**src/include/dmc_mode_map.svh**
```systemverilog
// named constants for the base mode register bank and burst sequencer
// assumes inclusion by both the package users and the design modules
`ifndef DMC_MODE_MAP_SVH
`define DMC_MODE_MAP_SVH

// ----------------------------------------------------------------
// register layout
// ----------------------------------------------------------------
`define DMC_MODE_W 17
`define DMC_MODE_RESET 17'h00000
`define DMC_BL_LO 0
`define DMC_BL_HI 1
`define DMC_BT_BIT 3
`define DMC_RL_LO 4
`define DMC_RL_HI 6
`define DMC_DLLRST_BIT 8
`define DMC_WR_LO 9
`define DMC_WR_HI 11
`define DMC_PDLL_BIT 12
`define DMC_BL_FIXED8 2'h0
`define DMC_BL_OTF 2'h1
`define DMC_BL_CHOP4 2'h2
`define DMC_SEL_BASE 2'h0

// ----------------------------------------------------------------
// pins and command fields
// ----------------------------------------------------------------
`define DMC_ADDR_W 14
`define DMC_OTF_BIT 12
`define DMC_PIN_W 24
`define DMC_PIN_CK 23
`define DMC_PIN_RSTN 22
`define DMC_PIN_CKE 21
`define DMC_PIN_CSN 20
`define DMC_PIN_RASN 19
`define DMC_PIN_CASN 18
`define DMC_PIN_WEN 17
`define DMC_PIN_BA_HI 16
`define DMC_PIN_BA_LO 14
// idle levels: selects, strobes, clock enable and reset pin high
`define DMC_PIN_IDLE 24'h7e0000

// ----------------------------------------------------------------
// timing and latency encodings (counts of link clock cycles; beat numbers step each half cycle)
// ----------------------------------------------------------------
`define DMC_LOCK_CYCLES 10'h200
`define DMC_WR_START 4'h1
`define DMC_BEAT_LAST 3'h7
`define DMC_BEAT_CHOP_LAST 3'h3
`define DMC_RL_DEFAULT 4'h5
`define DMC_WR_DEFAULT 4'h5

`endif

```
**src/include/dmc_pkg.sv**
```systemverilog
// types shared by the mode register bank's command decode and burst sequencer
// assumes dmc_mode_map.svh is included by each user of the constants
package dmc_pkg;

  // ----------------------------------------------------------------
  // sequencer states, gray coded along idle, wait, burst
  // ----------------------------------------------------------------
  typedef enum logic [1:0] {
    DMC_IDLE = 2'h0,
    DMC_WAIT = 2'h1,
    DMC_BURST = 2'h3
  } dmc_state_e;

  // decoded bus commands
  typedef enum logic [1:0] {
    DMC_CMD_OTHER = 2'h0,
    DMC_CMD_MRS = 2'h1,
    DMC_CMD_READ = 2'h2,
    DMC_CMD_WRITE = 2'h3
  } dmc_cmd_e;

endpackage : dmc_pkg

```
**src/rtl/dmc_burst_order.sv**
```systemverilog
// column order within one burst: start column and beat give the column
// assumes purely combinational use by the sequencer in dmc_mode_bank
`timescale 1ns/10ps

module dmc_burst_order (
  // burst description
  input wire logic [2:0] start_col,
  input wire logic [2:0] beat,
  input wire logic interleaved,
  input wire logic chop,
  input wire logic is_read,
  // resulting column low bits
  output logic [2:0] col
);

  // ----------------------------------------------------------------
  // order selection
  // ----------------------------------------------------------------
  // writes ignore the low start bits: only nibble or word alignment
  always_comb begin
    if (!is_read) begin
      if (chop) begin
        col = {start_col[2], beat[1:0]};
      end else begin
        col = beat;
      end
    end else if (interleaved) begin
      col = start_col ^ beat;
    end else begin
      // wrap in the four-column half, then flip the half for beats 4-7
      col = {start_col[2] ^ beat[2],
             2'(start_col[1:0] + beat[1:0])};
    end
  end

endmodule : dmc_burst_order

```
**src/rtl/dmc_mode_bank.sv**
```systemverilog
// base mode register bank with field decode and burst column sequencer
// assumes the command pins and the link clock are asynchronous to
// sys_clk and are sampled here; sys_clk must be well above 2x link clock
`timescale 1ns/10ps

`include "dmc_mode_map.svh"

module dmc_mode_bank (
  // system clock and reset
  input wire logic sys_clk,
  input wire logic reset,
  // link clock and device reset pin, both asynchronous
  input wire logic link_ck,
  input wire logic dev_reset_n,
  // command bus pins
  input wire logic cke,
  input wire logic cs_n,
  input wire logic ras_n,
  input wire logic cas_n,
  input wire logic we_n,
  input wire logic [2:0] bank_addr,
  input wire logic [`DMC_ADDR_W-1:0] addr,
  // decoded settings
  output logic [1:0] burst_length_mode,
  output logic burst_interleaved,
  output logic [3:0] read_latency,
  output logic [3:0] write_recovery_time,
  output logic sleep_keeps_loop,
  // clock alignment loop control
  output logic loop_reset_pulse,
  output logic loop_locked,
  output logic loop_running,
  output logic precharge_sleep,
  // burst sequencer
  output logic beat_valid,
  output logic beat_is_read,
  output logic [2:0] beat_col,
  output logic dq_oe,
  output logic dqs_oe,
  output logic burst_busy
);

  // ----------------------------------------------------------------
  // pin synchroniser
  // ----------------------------------------------------------------
  logic [`DMC_PIN_W-1:0] pin_raw; // all asynchronous inputs
  logic [`DMC_PIN_W-1:0] pin_meta; // first stage, read by second only
  logic [`DMC_PIN_W-1:0] pin_sync; // second stage, safe to use
  logic ck_prev; // previous synchronised link clock
  // a fresh synchroniser shows idle pins, so it fakes no command, no
  // sleep and no device reset while it fills after reset
  localparam logic [`DMC_PIN_W-1:0] pin_idle = `DMC_PIN_IDLE;

  assign pin_raw = {link_ck, dev_reset_n, cke, cs_n, ras_n, cas_n, we_n,
                    bank_addr, addr};

  // two stages per bit; all pins share the same delay so a command stays
  // aligned with the clock edge that registers it
  genvar gi;
  generate
    for (gi = 0; gi < `DMC_PIN_W; gi++) begin : g_sync
      always_ff @(posedge sys_clk or posedge reset) begin
        if (reset) begin
          pin_meta[gi] <= pin_idle[gi];
          pin_sync[gi] <= pin_idle[gi];
        end else begin
          pin_meta[gi] <= pin_raw[gi];
          pin_sync[gi] <= pin_meta[gi];
        end
      end
    end
  endgenerate

  // remember last link clock level for edge finding
  always_ff @(posedge sys_clk or posedge reset) begin
    if (reset) begin
      ck_prev <= 1'h0;
    end else begin
      ck_prev <= pin_sync[`DMC_PIN_CK];
    end
  end

  // ----------------------------------------------------------------
  // edge and command decode
  // ----------------------------------------------------------------
  logic ck_rise; // one-cycle enable at each link clock rising edge
  logic ck_fall; // one-cycle enable at each link clock falling edge
  logic pin_rst_n; // synchronised device reset pin
  logic pin_cke; // synchronised clock enable
  logic [2:0] pin_ba; // synchronised bank address
  logic [`DMC_ADDR_W-1:0] pin_addr; // synchronised address
  dmc_pkg::dmc_cmd_e cmd; // command present on this rising edge

  assign ck_rise = pin_sync[`DMC_PIN_CK] & ~ck_prev;
  assign ck_fall = ~pin_sync[`DMC_PIN_CK] & ck_prev;
  assign pin_rst_n = pin_sync[`DMC_PIN_RSTN];
  assign pin_cke = pin_sync[`DMC_PIN_CKE];
  assign pin_ba = pin_sync[`DMC_PIN_BA_HI:`DMC_PIN_BA_LO];
  assign pin_addr = pin_sync[`DMC_ADDR_W-1:0];

  // select, row, column and write strobes to a command
  function automatic dmc_pkg::dmc_cmd_e cmd_decode(
    input logic csn, input logic rasn, input logic casn, input logic wen);
    dmc_pkg::dmc_cmd_e c;
    c = dmc_pkg::DMC_CMD_OTHER;
    if (!csn && !rasn && !casn && !wen) begin
      c = dmc_pkg::DMC_CMD_MRS;
    end else if (!csn && rasn && !casn && wen) begin
      c = dmc_pkg::DMC_CMD_READ;
    end else if (!csn && rasn && !casn && !wen) begin
      c = dmc_pkg::DMC_CMD_WRITE;
    end
    return c;
  endfunction : cmd_decode

  assign cmd = cmd_decode(pin_sync[`DMC_PIN_CSN], pin_sync[`DMC_PIN_RASN],
                          pin_sync[`DMC_PIN_CASN], pin_sync[`DMC_PIN_WEN]);

  // ----------------------------------------------------------------
  // base mode register
  // ----------------------------------------------------------------
  logic [`DMC_MODE_W-1:0] base_mode_config; // programmed word
  logic mrs_hit; // base register write on this edge

  // only bank select zero reaches this register; other selects belong to
  // the other mode registers and are ignored here
  assign mrs_hit = ck_rise & pin_cke & (cmd == dmc_pkg::DMC_CMD_MRS) &
                   (pin_ba[1:0] == `DMC_SEL_BASE);

  // reserved bits are stored as sent; the controller keeps them zero
  always_ff @(posedge sys_clk or posedge reset) begin
    if (reset) begin
      base_mode_config <= `DMC_MODE_RESET;
    end else if (!pin_rst_n) begin
      base_mode_config <= `DMC_MODE_RESET;
    end else if (mrs_hit) begin
      base_mode_config <= {pin_ba[2], pin_ba[1:0], pin_addr};
    end else if (base_mode_config[`DMC_DLLRST_BIT]) begin
      base_mode_config[`DMC_DLLRST_BIT] <= 1'h0;
    end
  end

  // ----------------------------------------------------------------
  // field decode
  // ----------------------------------------------------------------
  // latency code to cycles; unlisted codes fall back to five
  function automatic logic [3:0] rl_decode(input logic [2:0] code);
    logic [3:0] v;
    v = `DMC_RL_DEFAULT;
    unique case (code)
      3'h1: v = 4'h5;
      3'h2: v = 4'h6;
      3'h3: v = 4'h7;
      3'h4: v = 4'h8;
      3'h5: v = 4'h9;
      3'h6: v = 4'ha;
      default: v = `DMC_RL_DEFAULT;
    endcase
    return v;
  endfunction : rl_decode

  // recovery code to cycles; unlisted codes fall back to five
  function automatic logic [3:0] wr_decode(input logic [2:0] code);
    logic [3:0] v;
    v = `DMC_WR_DEFAULT;
    unique case (code)
      3'h1: v = 4'h5;
      3'h2: v = 4'h6;
      3'h3: v = 4'h7;
      3'h4: v = 4'h8;
      3'h5: v = 4'ha;
      3'h6: v = 4'hc;
      default: v = `DMC_WR_DEFAULT;
    endcase
    return v;
  endfunction : wr_decode

  // registered settings so they change only one cycle after a program
  always_ff @(posedge sys_clk or posedge reset) begin
    if (reset) begin
      burst_length_mode <= `DMC_BL_FIXED8;
      burst_interleaved <= 1'h0;
      read_latency <= `DMC_RL_DEFAULT;
      write_recovery_time <= `DMC_WR_DEFAULT;
      sleep_keeps_loop <= 1'h0;
    end else begin
      burst_length_mode <= base_mode_config[`DMC_BL_HI:`DMC_BL_LO];
      burst_interleaved <= base_mode_config[`DMC_BT_BIT];
      read_latency <= rl_decode(
        base_mode_config[`DMC_RL_HI:`DMC_RL_LO]);
      write_recovery_time <= wr_decode(
        base_mode_config[`DMC_WR_HI:`DMC_WR_LO]);
      sleep_keeps_loop <= base_mode_config[`DMC_PDLL_BIT];
    end
  end

  // ----------------------------------------------------------------
  // clock alignment loop control
  // ----------------------------------------------------------------
  logic [9:0] lock_cnt; // link clock rises since the last loop reset

  // one pulse as the self-clearing bit is seen set
  always_ff @(posedge sys_clk or posedge reset) begin
    if (reset) begin
      loop_reset_pulse <= 1'h0;
    end else begin
      loop_reset_pulse <= base_mode_config[`DMC_DLLRST_BIT] &
                          ~loop_reset_pulse;
    end
  end

  // lock needs the clock running with clock enable high; the flag is
  // only advice, reads before lock are the controller's hazard
  always_ff @(posedge sys_clk or posedge reset) begin
    if (reset) begin
      lock_cnt <= 10'h0;
      loop_locked <= 1'h0;
    end else if (loop_reset_pulse) begin
      lock_cnt <= 10'h0;
      loop_locked <= 1'h0;
    end else if (ck_rise && pin_cke && !loop_locked) begin
      lock_cnt <= 10'(lock_cnt + 10'h1);
      loop_locked <= (10'(lock_cnt + 10'h1) == `DMC_LOCK_CYCLES);
    end
  end

  // precharge sleep: clock enable low with no burst in flight
  always_ff @(posedge sys_clk or posedge reset) begin
    if (reset) begin
      precharge_sleep <= 1'h0;
      loop_running <= 1'h1;
    end else begin
      precharge_sleep <= ~pin_cke & ~burst_busy;
      // loop stops in sleep unless the keep bit is set
      loop_running <= ~(~pin_cke & ~burst_busy) |
                      base_mode_config[`DMC_PDLL_BIT];
    end
  end

  // ----------------------------------------------------------------
  // burst sequencer
  // ----------------------------------------------------------------
  dmc_pkg::dmc_state_e state; // sequencer state
  logic [3:0] lat_left; // rising edges still to wait
  logic [2:0] start_col; // captured low column bits
  logic [2:0] beat; // current beat slot
  logic cur_read; // burst is a read
  logic cur_chop; // burst is chopped to four beats
  logic cur_il; // burst uses interleaved order
  logic [2:0] order_col; // column for the current beat
  logic cmd_take; // read or write accepted on this edge
  logic otf_chop; // chop decision for the command on the bus

  assign cmd_take = ck_rise & pin_cke & (state == dmc_pkg::DMC_IDLE) &
                    ((cmd == dmc_pkg::DMC_CMD_READ) |
                     (cmd == dmc_pkg::DMC_CMD_WRITE));

  // one setting for both directions; A12 only matters on-the-fly
  always_comb begin
    unique case (base_mode_config[`DMC_BL_HI:`DMC_BL_LO])
      `DMC_BL_OTF: otf_chop = ~pin_addr[`DMC_OTF_BIT];
      `DMC_BL_CHOP4: otf_chop = 1'h1;
      default: otf_chop = 1'h0;
    endcase
  end

  // state walk: commands during a burst are ignored, the controller
  // spaces them; chop bursts keep the eight-beat start point
  always_ff @(posedge sys_clk or posedge reset) begin
    if (reset) begin
      state <= dmc_pkg::DMC_IDLE;
      lat_left <= 4'h0;
      beat <= 3'h0;
    end else if (!pin_rst_n) begin
      state <= dmc_pkg::DMC_IDLE;
      lat_left <= 4'h0;
      beat <= 3'h0;
    end else begin
      unique case (state)
        dmc_pkg::DMC_IDLE: begin
          if (cmd_take) begin
            state <= dmc_pkg::DMC_WAIT;
            lat_left <= (cmd == dmc_pkg::DMC_CMD_READ) ?
                        read_latency : `DMC_WR_START;
          end
        end
        dmc_pkg::DMC_WAIT: begin
          if (ck_rise) begin
            lat_left <= 4'(lat_left - 4'h1);
            if (lat_left == 4'h1) begin
              state <= dmc_pkg::DMC_BURST;
              beat <= 3'h0;
            end
          end
        end
        dmc_pkg::DMC_BURST: begin
          if (ck_rise || ck_fall) begin
            if (beat == `DMC_BEAT_LAST) begin
              state <= dmc_pkg::DMC_IDLE;
            end else begin
              beat <= 3'(beat + 3'h1);
            end
          end
        end
      endcase
    end
  end

  // burst description captured with the command
  always_ff @(posedge sys_clk or posedge reset) begin
    if (reset) begin
      start_col <= 3'h0;
      cur_read <= 1'h0;
      cur_chop <= 1'h0;
      cur_il <= 1'h0;
    end else if (cmd_take) begin
      start_col <= pin_addr[2:0];
      cur_read <= (cmd == dmc_pkg::DMC_CMD_READ);
      cur_chop <= otf_chop;
      cur_il <= base_mode_config[`DMC_BT_BIT];
    end
  end

  // column order for the slot about to be presented
  dmc_burst_order u_order (
    .start_col(start_col),
    .beat(beat),
    .interleaved(cur_il),
    .chop(cur_chop),
    .is_read(cur_read),
    .col(order_col)
  );

  // ----------------------------------------------------------------
  // beat outputs
  // ----------------------------------------------------------------
  // registered one cycle behind the state so data outputs are clean;
  // chopped slots 4-7 leave the drivers off
  always_ff @(posedge sys_clk or posedge reset) begin
    if (reset) begin
      beat_valid <= 1'h0;
      beat_is_read <= 1'h0;
      beat_col <= 3'h0;
      dq_oe <= 1'h0;
      dqs_oe <= 1'h0;
    end else if (state == dmc_pkg::DMC_BURST) begin
      beat_valid <= ~cur_chop | (beat <= `DMC_BEAT_CHOP_LAST);
      beat_is_read <= cur_read;
      beat_col <= order_col;
      dq_oe <= cur_read & (~cur_chop |
               (beat <= `DMC_BEAT_CHOP_LAST));
      dqs_oe <= cur_read & (~cur_chop |
                (beat <= `DMC_BEAT_CHOP_LAST));
    end else begin
      beat_valid <= 1'h0;
      beat_is_read <= 1'h0;
      dq_oe <= 1'h0;
      dqs_oe <= 1'h0;
    end
  end

  assign burst_busy = (state != dmc_pkg::DMC_IDLE);

endmodule : dmc_mode_bank

```
**config.mk**
```make
export PLATFORM = sky130hd
export DESIGN_NAME = dmc_mode_bank
export DESIGN_NICKNAME = d
export VERILOG_FILES = /design/src/include/dmc_pkg.sv /design/src/rtl/dmc_burst_order.sv /design/src/rtl/dmc_mode_bank.sv
export VERILOG_INCLUDE_DIRS = /design/src /design/src/include
export SDC_FILE = /design/constraint.sdc
export NUM_CORES = 1
export LEC_CHECK = 0
export ABC_AREA = 0
export BUFFER_PORTS_ARGS = -buffer_cell sky130_fd_sc_hd__buf_2
export CAP_MARGIN = 0
export CORE_MARGIN = 4
export CORE_UTILIZATION = 26
export DETAILED_ROUTE_END_ITERATION = 6
export SYNTH_ARGS = -nofsm -noshare
export SYNTH_HDL_FRONTEND = slang
export SYNTH_HIERARCHICAL = 1
export SYNTH_SLANG_ARGS = --single-unit
```
**constraint.sdc**
```tcl
create_clock -name sys_clk -period 4.2 [get_ports sys_clk]
set_clock_uncertainty 0.2 [all_clocks]
set_input_delay 0.21 -clock sys_clk [delete_from_list [all_inputs] [get_ports sys_clk]]
set_output_delay 0.21 -clock sys_clk [all_outputs]
set_load 0.01 [all_outputs]
```
# == After elaboration in Yosys (flattened, before gate mapping) ==
# Index checks and enable logic that the tools add are counted.
# word_totals
ff_bits,105
output_inout_bits,24
wordCells,185
in_bits,26
# op_classes
reduce_logical,22
magnitude_cmp,1
n_eq_ne,29
addsub,4
n_mux,38
n_bitwise,23
# op_table
op,count
case mux 4 bit (5 select lines),2
2-to-1 mux 3 bit,8
"== test 3 bit, second input constant",7
2-to-1 mux 10 bit,2
2-to-1 mux 4 bit,5
2-to-1 mux 2 bit,9
"inequality test 3 bit, second input constant",6
2-to-1 mux 13 bit,1
"== test 3 x 2 -> 1 bit, second input constant",4
"adder 10 x 1 -> 10 bit, second input constant",1
bitwise AND 1 bit,10
"== test 10 bit, second input constant",1
AND reduction 5 bit,2
logical AND 1 bit,9
"== test 2 bit, second input constant",4
2-to-1 mux 8 bit,1
inverter 1 bit,8
case mux 4 bit (2 select lines),1
"== test 2 x 1 -> 1 bit, second input constant",3
2-to-1 mux 1 bit,6
"inequality test 3 x 1 -> 1 bit, second input constant",2
case mux 2 bit (3 select lines),1
case mux 3 bit (2 select lines),1
zero test 1 bit,5
other kinds (14),18

# == Longest topological paths before layout ==
# logic_depth
ltp_word,13
mapped_depth,7
depth_no_buf,6

# == Cells and area by module ==
# The synthesis kept the hierarchy.
# modules_own_cells
mod,cells_per_inst,seq_area_each_um2,instances,area_per_inst_um2
dmc_mode_bank,287,2548.7,1,3866.2
dmc_burst_order,12,0.0,1,96.3

# == Least setup slack after synthesis ==
# No wires, ideal clock.
# synth_path
kind,reg2reg
startpoint,register lock_cnt[0]
endpoint,register loop_locked
arrival_ps,1613
path_stages_with_launch,7
required_ps,3908
synth_period_minus_slack_ps,1905
path_buffers,1
slack_ps,2295
setup_ps,92
cell_sequence,dfrtp_1 ha_1 buf_6 a31o_2 a2111oi_4 o2111ai_1 o31ai_2
# synth_between
elab_chain_len,4
# synth_rtl
element,line_no,rtl
start: declaration,dmc_mode_bank.sv:200,logic [9:0] lock_cnt;
start signal: assignment,dmc_mode_bank.sv:222,lock_cnt <= 10'(lock_cnt + 10'h1);
adder 10 x 1 -> 10 bit,dmc_mode_bank.sv:223,loop_locked <= (10'(lock_cnt + 10'h1) == `DMC_LOCK_CYCLES);
== test 10 bit (no line),--,
2-to-1 mux 1 bit,dmc_mode_bank.sv:221,end else if (ck_rise && pin_cke && !loop_locked) begin
2-to-1 mux 1 bit,dmc_mode_bank.sv:218,end else if (loop_reset_pulse) begin
end signal: assignment,dmc_mode_bank.sv:223,
end: declaration,dmc_mode_bank.sv:31,"output logic loop_locked,"
# Every way passes these cells. The select of a mux whose other input is x is not followed.
# A chain may end at the register's enable or synchronous reset.

# == Worst setup path in the final report ==
# Ends and elaborated chain as after synthesis.

==> impl_results.md <==
- Io pins: 50
- Post-synth ARST share: 1.00
- GR Util met2: 0.132
- CTS clk-pin slew, worst paths: roughly 0.070 ns
- Worst vdd ir: roughly 0.21 mV
- Met3 Resource Use GR: 0.0325
- Setup bufs post-CTS: 0
- Post-Route WL: 7300 um
- WL/cell: around 13 um
- Post-Synth Simple-Gate Area: 0.132
- CP max stage cell: dfrtp_1
- Sequential area share after synthesis: 0.643
- Most frequent cells after synthesis: dfrtp_1 (84), inv_1 (18), dfstp_2 (17)
- Port bufs: 46
- Via density: 4.39
- Critical path depth: 5
- Slowest stage delay, CP: approximately 0.49 ns
- XOR/XNOR Fraction of Synth Area: 0.0221
- Leakage Power: 0.00221 uW
- Count of cell types in the netlist: 55
- ANT cells: 0
- Met1 GRT Util: 0.123
- Worst path arrival time: 2.18 ns
- Area growth from synthesis to layout: 22.9%
- First-pass GRT wire length: between 10000 and 15000 um
- Initial Utilization: 0.269
- Syn nets: approximately 340
- Cells after Synth: 299
- Worst Reg-to-Reg Cells: 5
- Crit start category: flop
- RSZ-0062 raised after global routing: no
- Clk Latency, worst-skew pair: 0.35 ns
- Layout Utilization: 0.330
- Vias in the first global route: 2452
- Bufs and invs on worst path: 0
- Worst Path Class, Setup: flop to flop
- Maxcap violations: 0
- Adder-cell area share of the yosys netlist: 0.0347
- Placed wire-length estimate: 5020 um
- Cell Chain, Critical Path: ha_1 -> nand4_1 -> a2111oi_4 -> o2111ai_1 -> o31ai_2
- Total number of vias: 2440
- Syn avg cell area: around 13 um^2
- RR Endpoint: loop_locked$_DFFE_PP0P_
- Number of DRC markers in iteration 0: 153
- DRC: 0
- Layout cell share with drive strength beyond 1: 0.282
- Sum Neg Setup Slack: 0 ns
- Setup crit end kind: flop
- R2R Path Start: lock_cnt[0]$_DFFE_PP0P_
- Post-CTS Hold Fix Bufs: 22
- FMAX: 472 MHz
- Yosys warns: 6
- Fin nets: 404
- Synth top area share: 0.530
- CTS max path bufs: 2
- Minimum clock period after layout: 2.12 ns
- Cts repair resizes: 0
- Antenna violations before repair: 0
- Synth Area in Compound Gates: 0.0938
- GRT Residual Overflow: 0
- Mux cell area share after synthesis: 0.0363
- Setup violators final: 0
- Max H-tree Level: 3
- Busiest grt layer: met2
- Core box area: 14800 um^2
- DIE WIDTH: 131 um
- Die area: 17300 um^2
- WP data required: 4.26 ns
- Core Rows: 44
- TritonCTS clock tree: done
- Dominant cells by area after synthesis: dfrtp_1 (53%), dfstp_2 (11%), ha_1 (3.5%)
- R2R setup slack: 2.08 ns
- Measured slew at the worst slew-check pin: 0.907 ns
- Die Y-Extent: 131 um
- Fin. Hold Viols: 0
- Top-count cell post-synth: dfrtp_1
- Max transition margin: 0.393
- Yosys top cell by area: dfrtp_1
- PwrDens: 427 nW/um^2
- TritonRoute pass-1 iters: 4
- Critical Path Start: lock_cnt[0]$_DFFE_PP0P_
- Post-synth top flop: dfrtp_1
- Slew Viols, Final: 0
- Min-Delay Path Class: flop to flop
- ANT nets after route: 0
- Largest family of logic cells by synthesized area: simple AND/OR/NAND/NOR gates
- Crit path max fanout: 9
- Post-Syn Area: slightly below 4000 um^2
- Period utilization: 0.505
- Worst setup path end: loop_locked$_DFFE_PP0P_
- Largest net degree at the start of global routing: 71
- Num CTS Buffers: 9
- Filler cell count: 1461
- Number of synthesized flops with an enable pin: 0
- TritonCTS Sinks: 101
- GP Congestion: 0.767
- Clock root buffer: clkbuf_16
- Status: completed
- FF+latch count, synth: 101
- CP top delay family: compound AO/OA/AOI/OAI gates
- Total track usage: 0.0888
-- per-stage QoR --
stage          hold WS, ns  std cells  total power, uW  area, um^2  setup slack, ns
2_1_floorplan       0.0145        299             1230        3960             1.17
3_3_place_gp         0.116        518             1250        4350             2.13
3_5_place_dp         0.116        518             1260        4350             2.09
4_1_cts              0.152        556             2120        4870             2.07
5_1_grt              0.158        556             2180        4870             1.92
6_report             0.151        556             2080        4870             2.08
-- registers in the layout, indices dropped and copies added, names as in the netlist, 3 cells and up --
| name | cells |
|---|---|
| read_latency | 4 |
| base_mode_config | 11 |
| start_col | 3 |
| beat_col | 3 |
| pin_addr | 12 |
| pin_sync | 5 |
| lat_left | 4 |
| lock_cnt | 10 |
| beat | 3 |
| write_recovery_time | 4 |
| pin_meta | 21 |
-- metal layers --
layer,share of wire,wire (um),vias to the layer above
met5,0,0,-
met1,0.50,3620,1195
met2,0.45,3290,56
met4,0.0093,68,0
li1,-,-,1181
met3,0.042,309,8
-- final cells by class --
type / count / area [um^2] / share of cell area
Sequential cell: 101 / 2550 / 0.524
Timing Repair Buffer: 69 / 458 / 0.0941
Tap cell: 184 / 230 / 0.0473
Clock inverter: 7 / 72.6 / 0.0149
Clock buffer: 9 / 225 / 0.0463
Inverter: 18 / 70.1 / 0.0144
Multi-Input combinational cell: 168 / 1260 / 0.260
-- where the power goes --
| group | switching, uW | internal [uW] | total (uW) |
|---|---|---|---|
| combinational | 87.5 | 76.7 | 164 |
| sequential | 64.3 | 1030 | 1090 |
| clock | 401 | 425 | 825 |
-- worst min path at each step --
stage / start / slack [ns] / endpoint / cells after the start
6_report: pin_meta[5]$_DFF_PP0_ / 0.15 / pin_addr[5]$_DFF_PP0_ / 0
3_5_place_dp: cas_n / 0.12 / pin_meta[18]$_DFF_PP1_ / 1
5_1_grt: pin_meta[0]$_DFF_PP0_ / 0.16 / pin_addr[0]$_DFF_PP0_ / 0
4_1_cts: pin_meta[5]$_DFF_PP0_ / 0.15 / pin_addr[5]$_DFF_PP0_ / 0
2_1_floorplan: we_n / 0.01 / pin_meta[17]$_DFF_PP1_ / 0
3_3_place_gp: dev_reset_n / 0.12 / pin_meta[22]$_DFF_PP1_ / 1
-- kinds of logic (layout without fill, tap and decap cells) --
| kind of cell | after synthesis | count (layout) |
|---|---|---|
| flops | 101 | 101 |
| simple gates | 88 | 88 |
| compound gates | 46 | 46 |
| buf+inv | 30 | 103 |
| mux | 13 | 13 |
| fa+ha+maj | 11 | 11 |
| xor+xnor | 10 | 10 |
-- worst register-to-register path: cells and delay by family (launching register included) --
family | cells | cell delay [ns]
compound gates | 3 | 0.74
flops | 1 | 0.49
fa+ha+maj | 1 | 0.42
simple gates | 1 | 0.20
-- cell usage in the layout (no fill, tap or decap), types with 8 or more instances in the layout --
cell and instances:
dfrtp_1 84, buf_2 46, dlygate4sd3_1 22, inv_1 17, dfstp_2 17, nor2_1 16
nand2_1 13, mux2_2 11, ha_1 11, a22o_1 10, clkbuf_16 9, nand3_1 8
nor3_1 8
(Power assumes the default switching activity.)
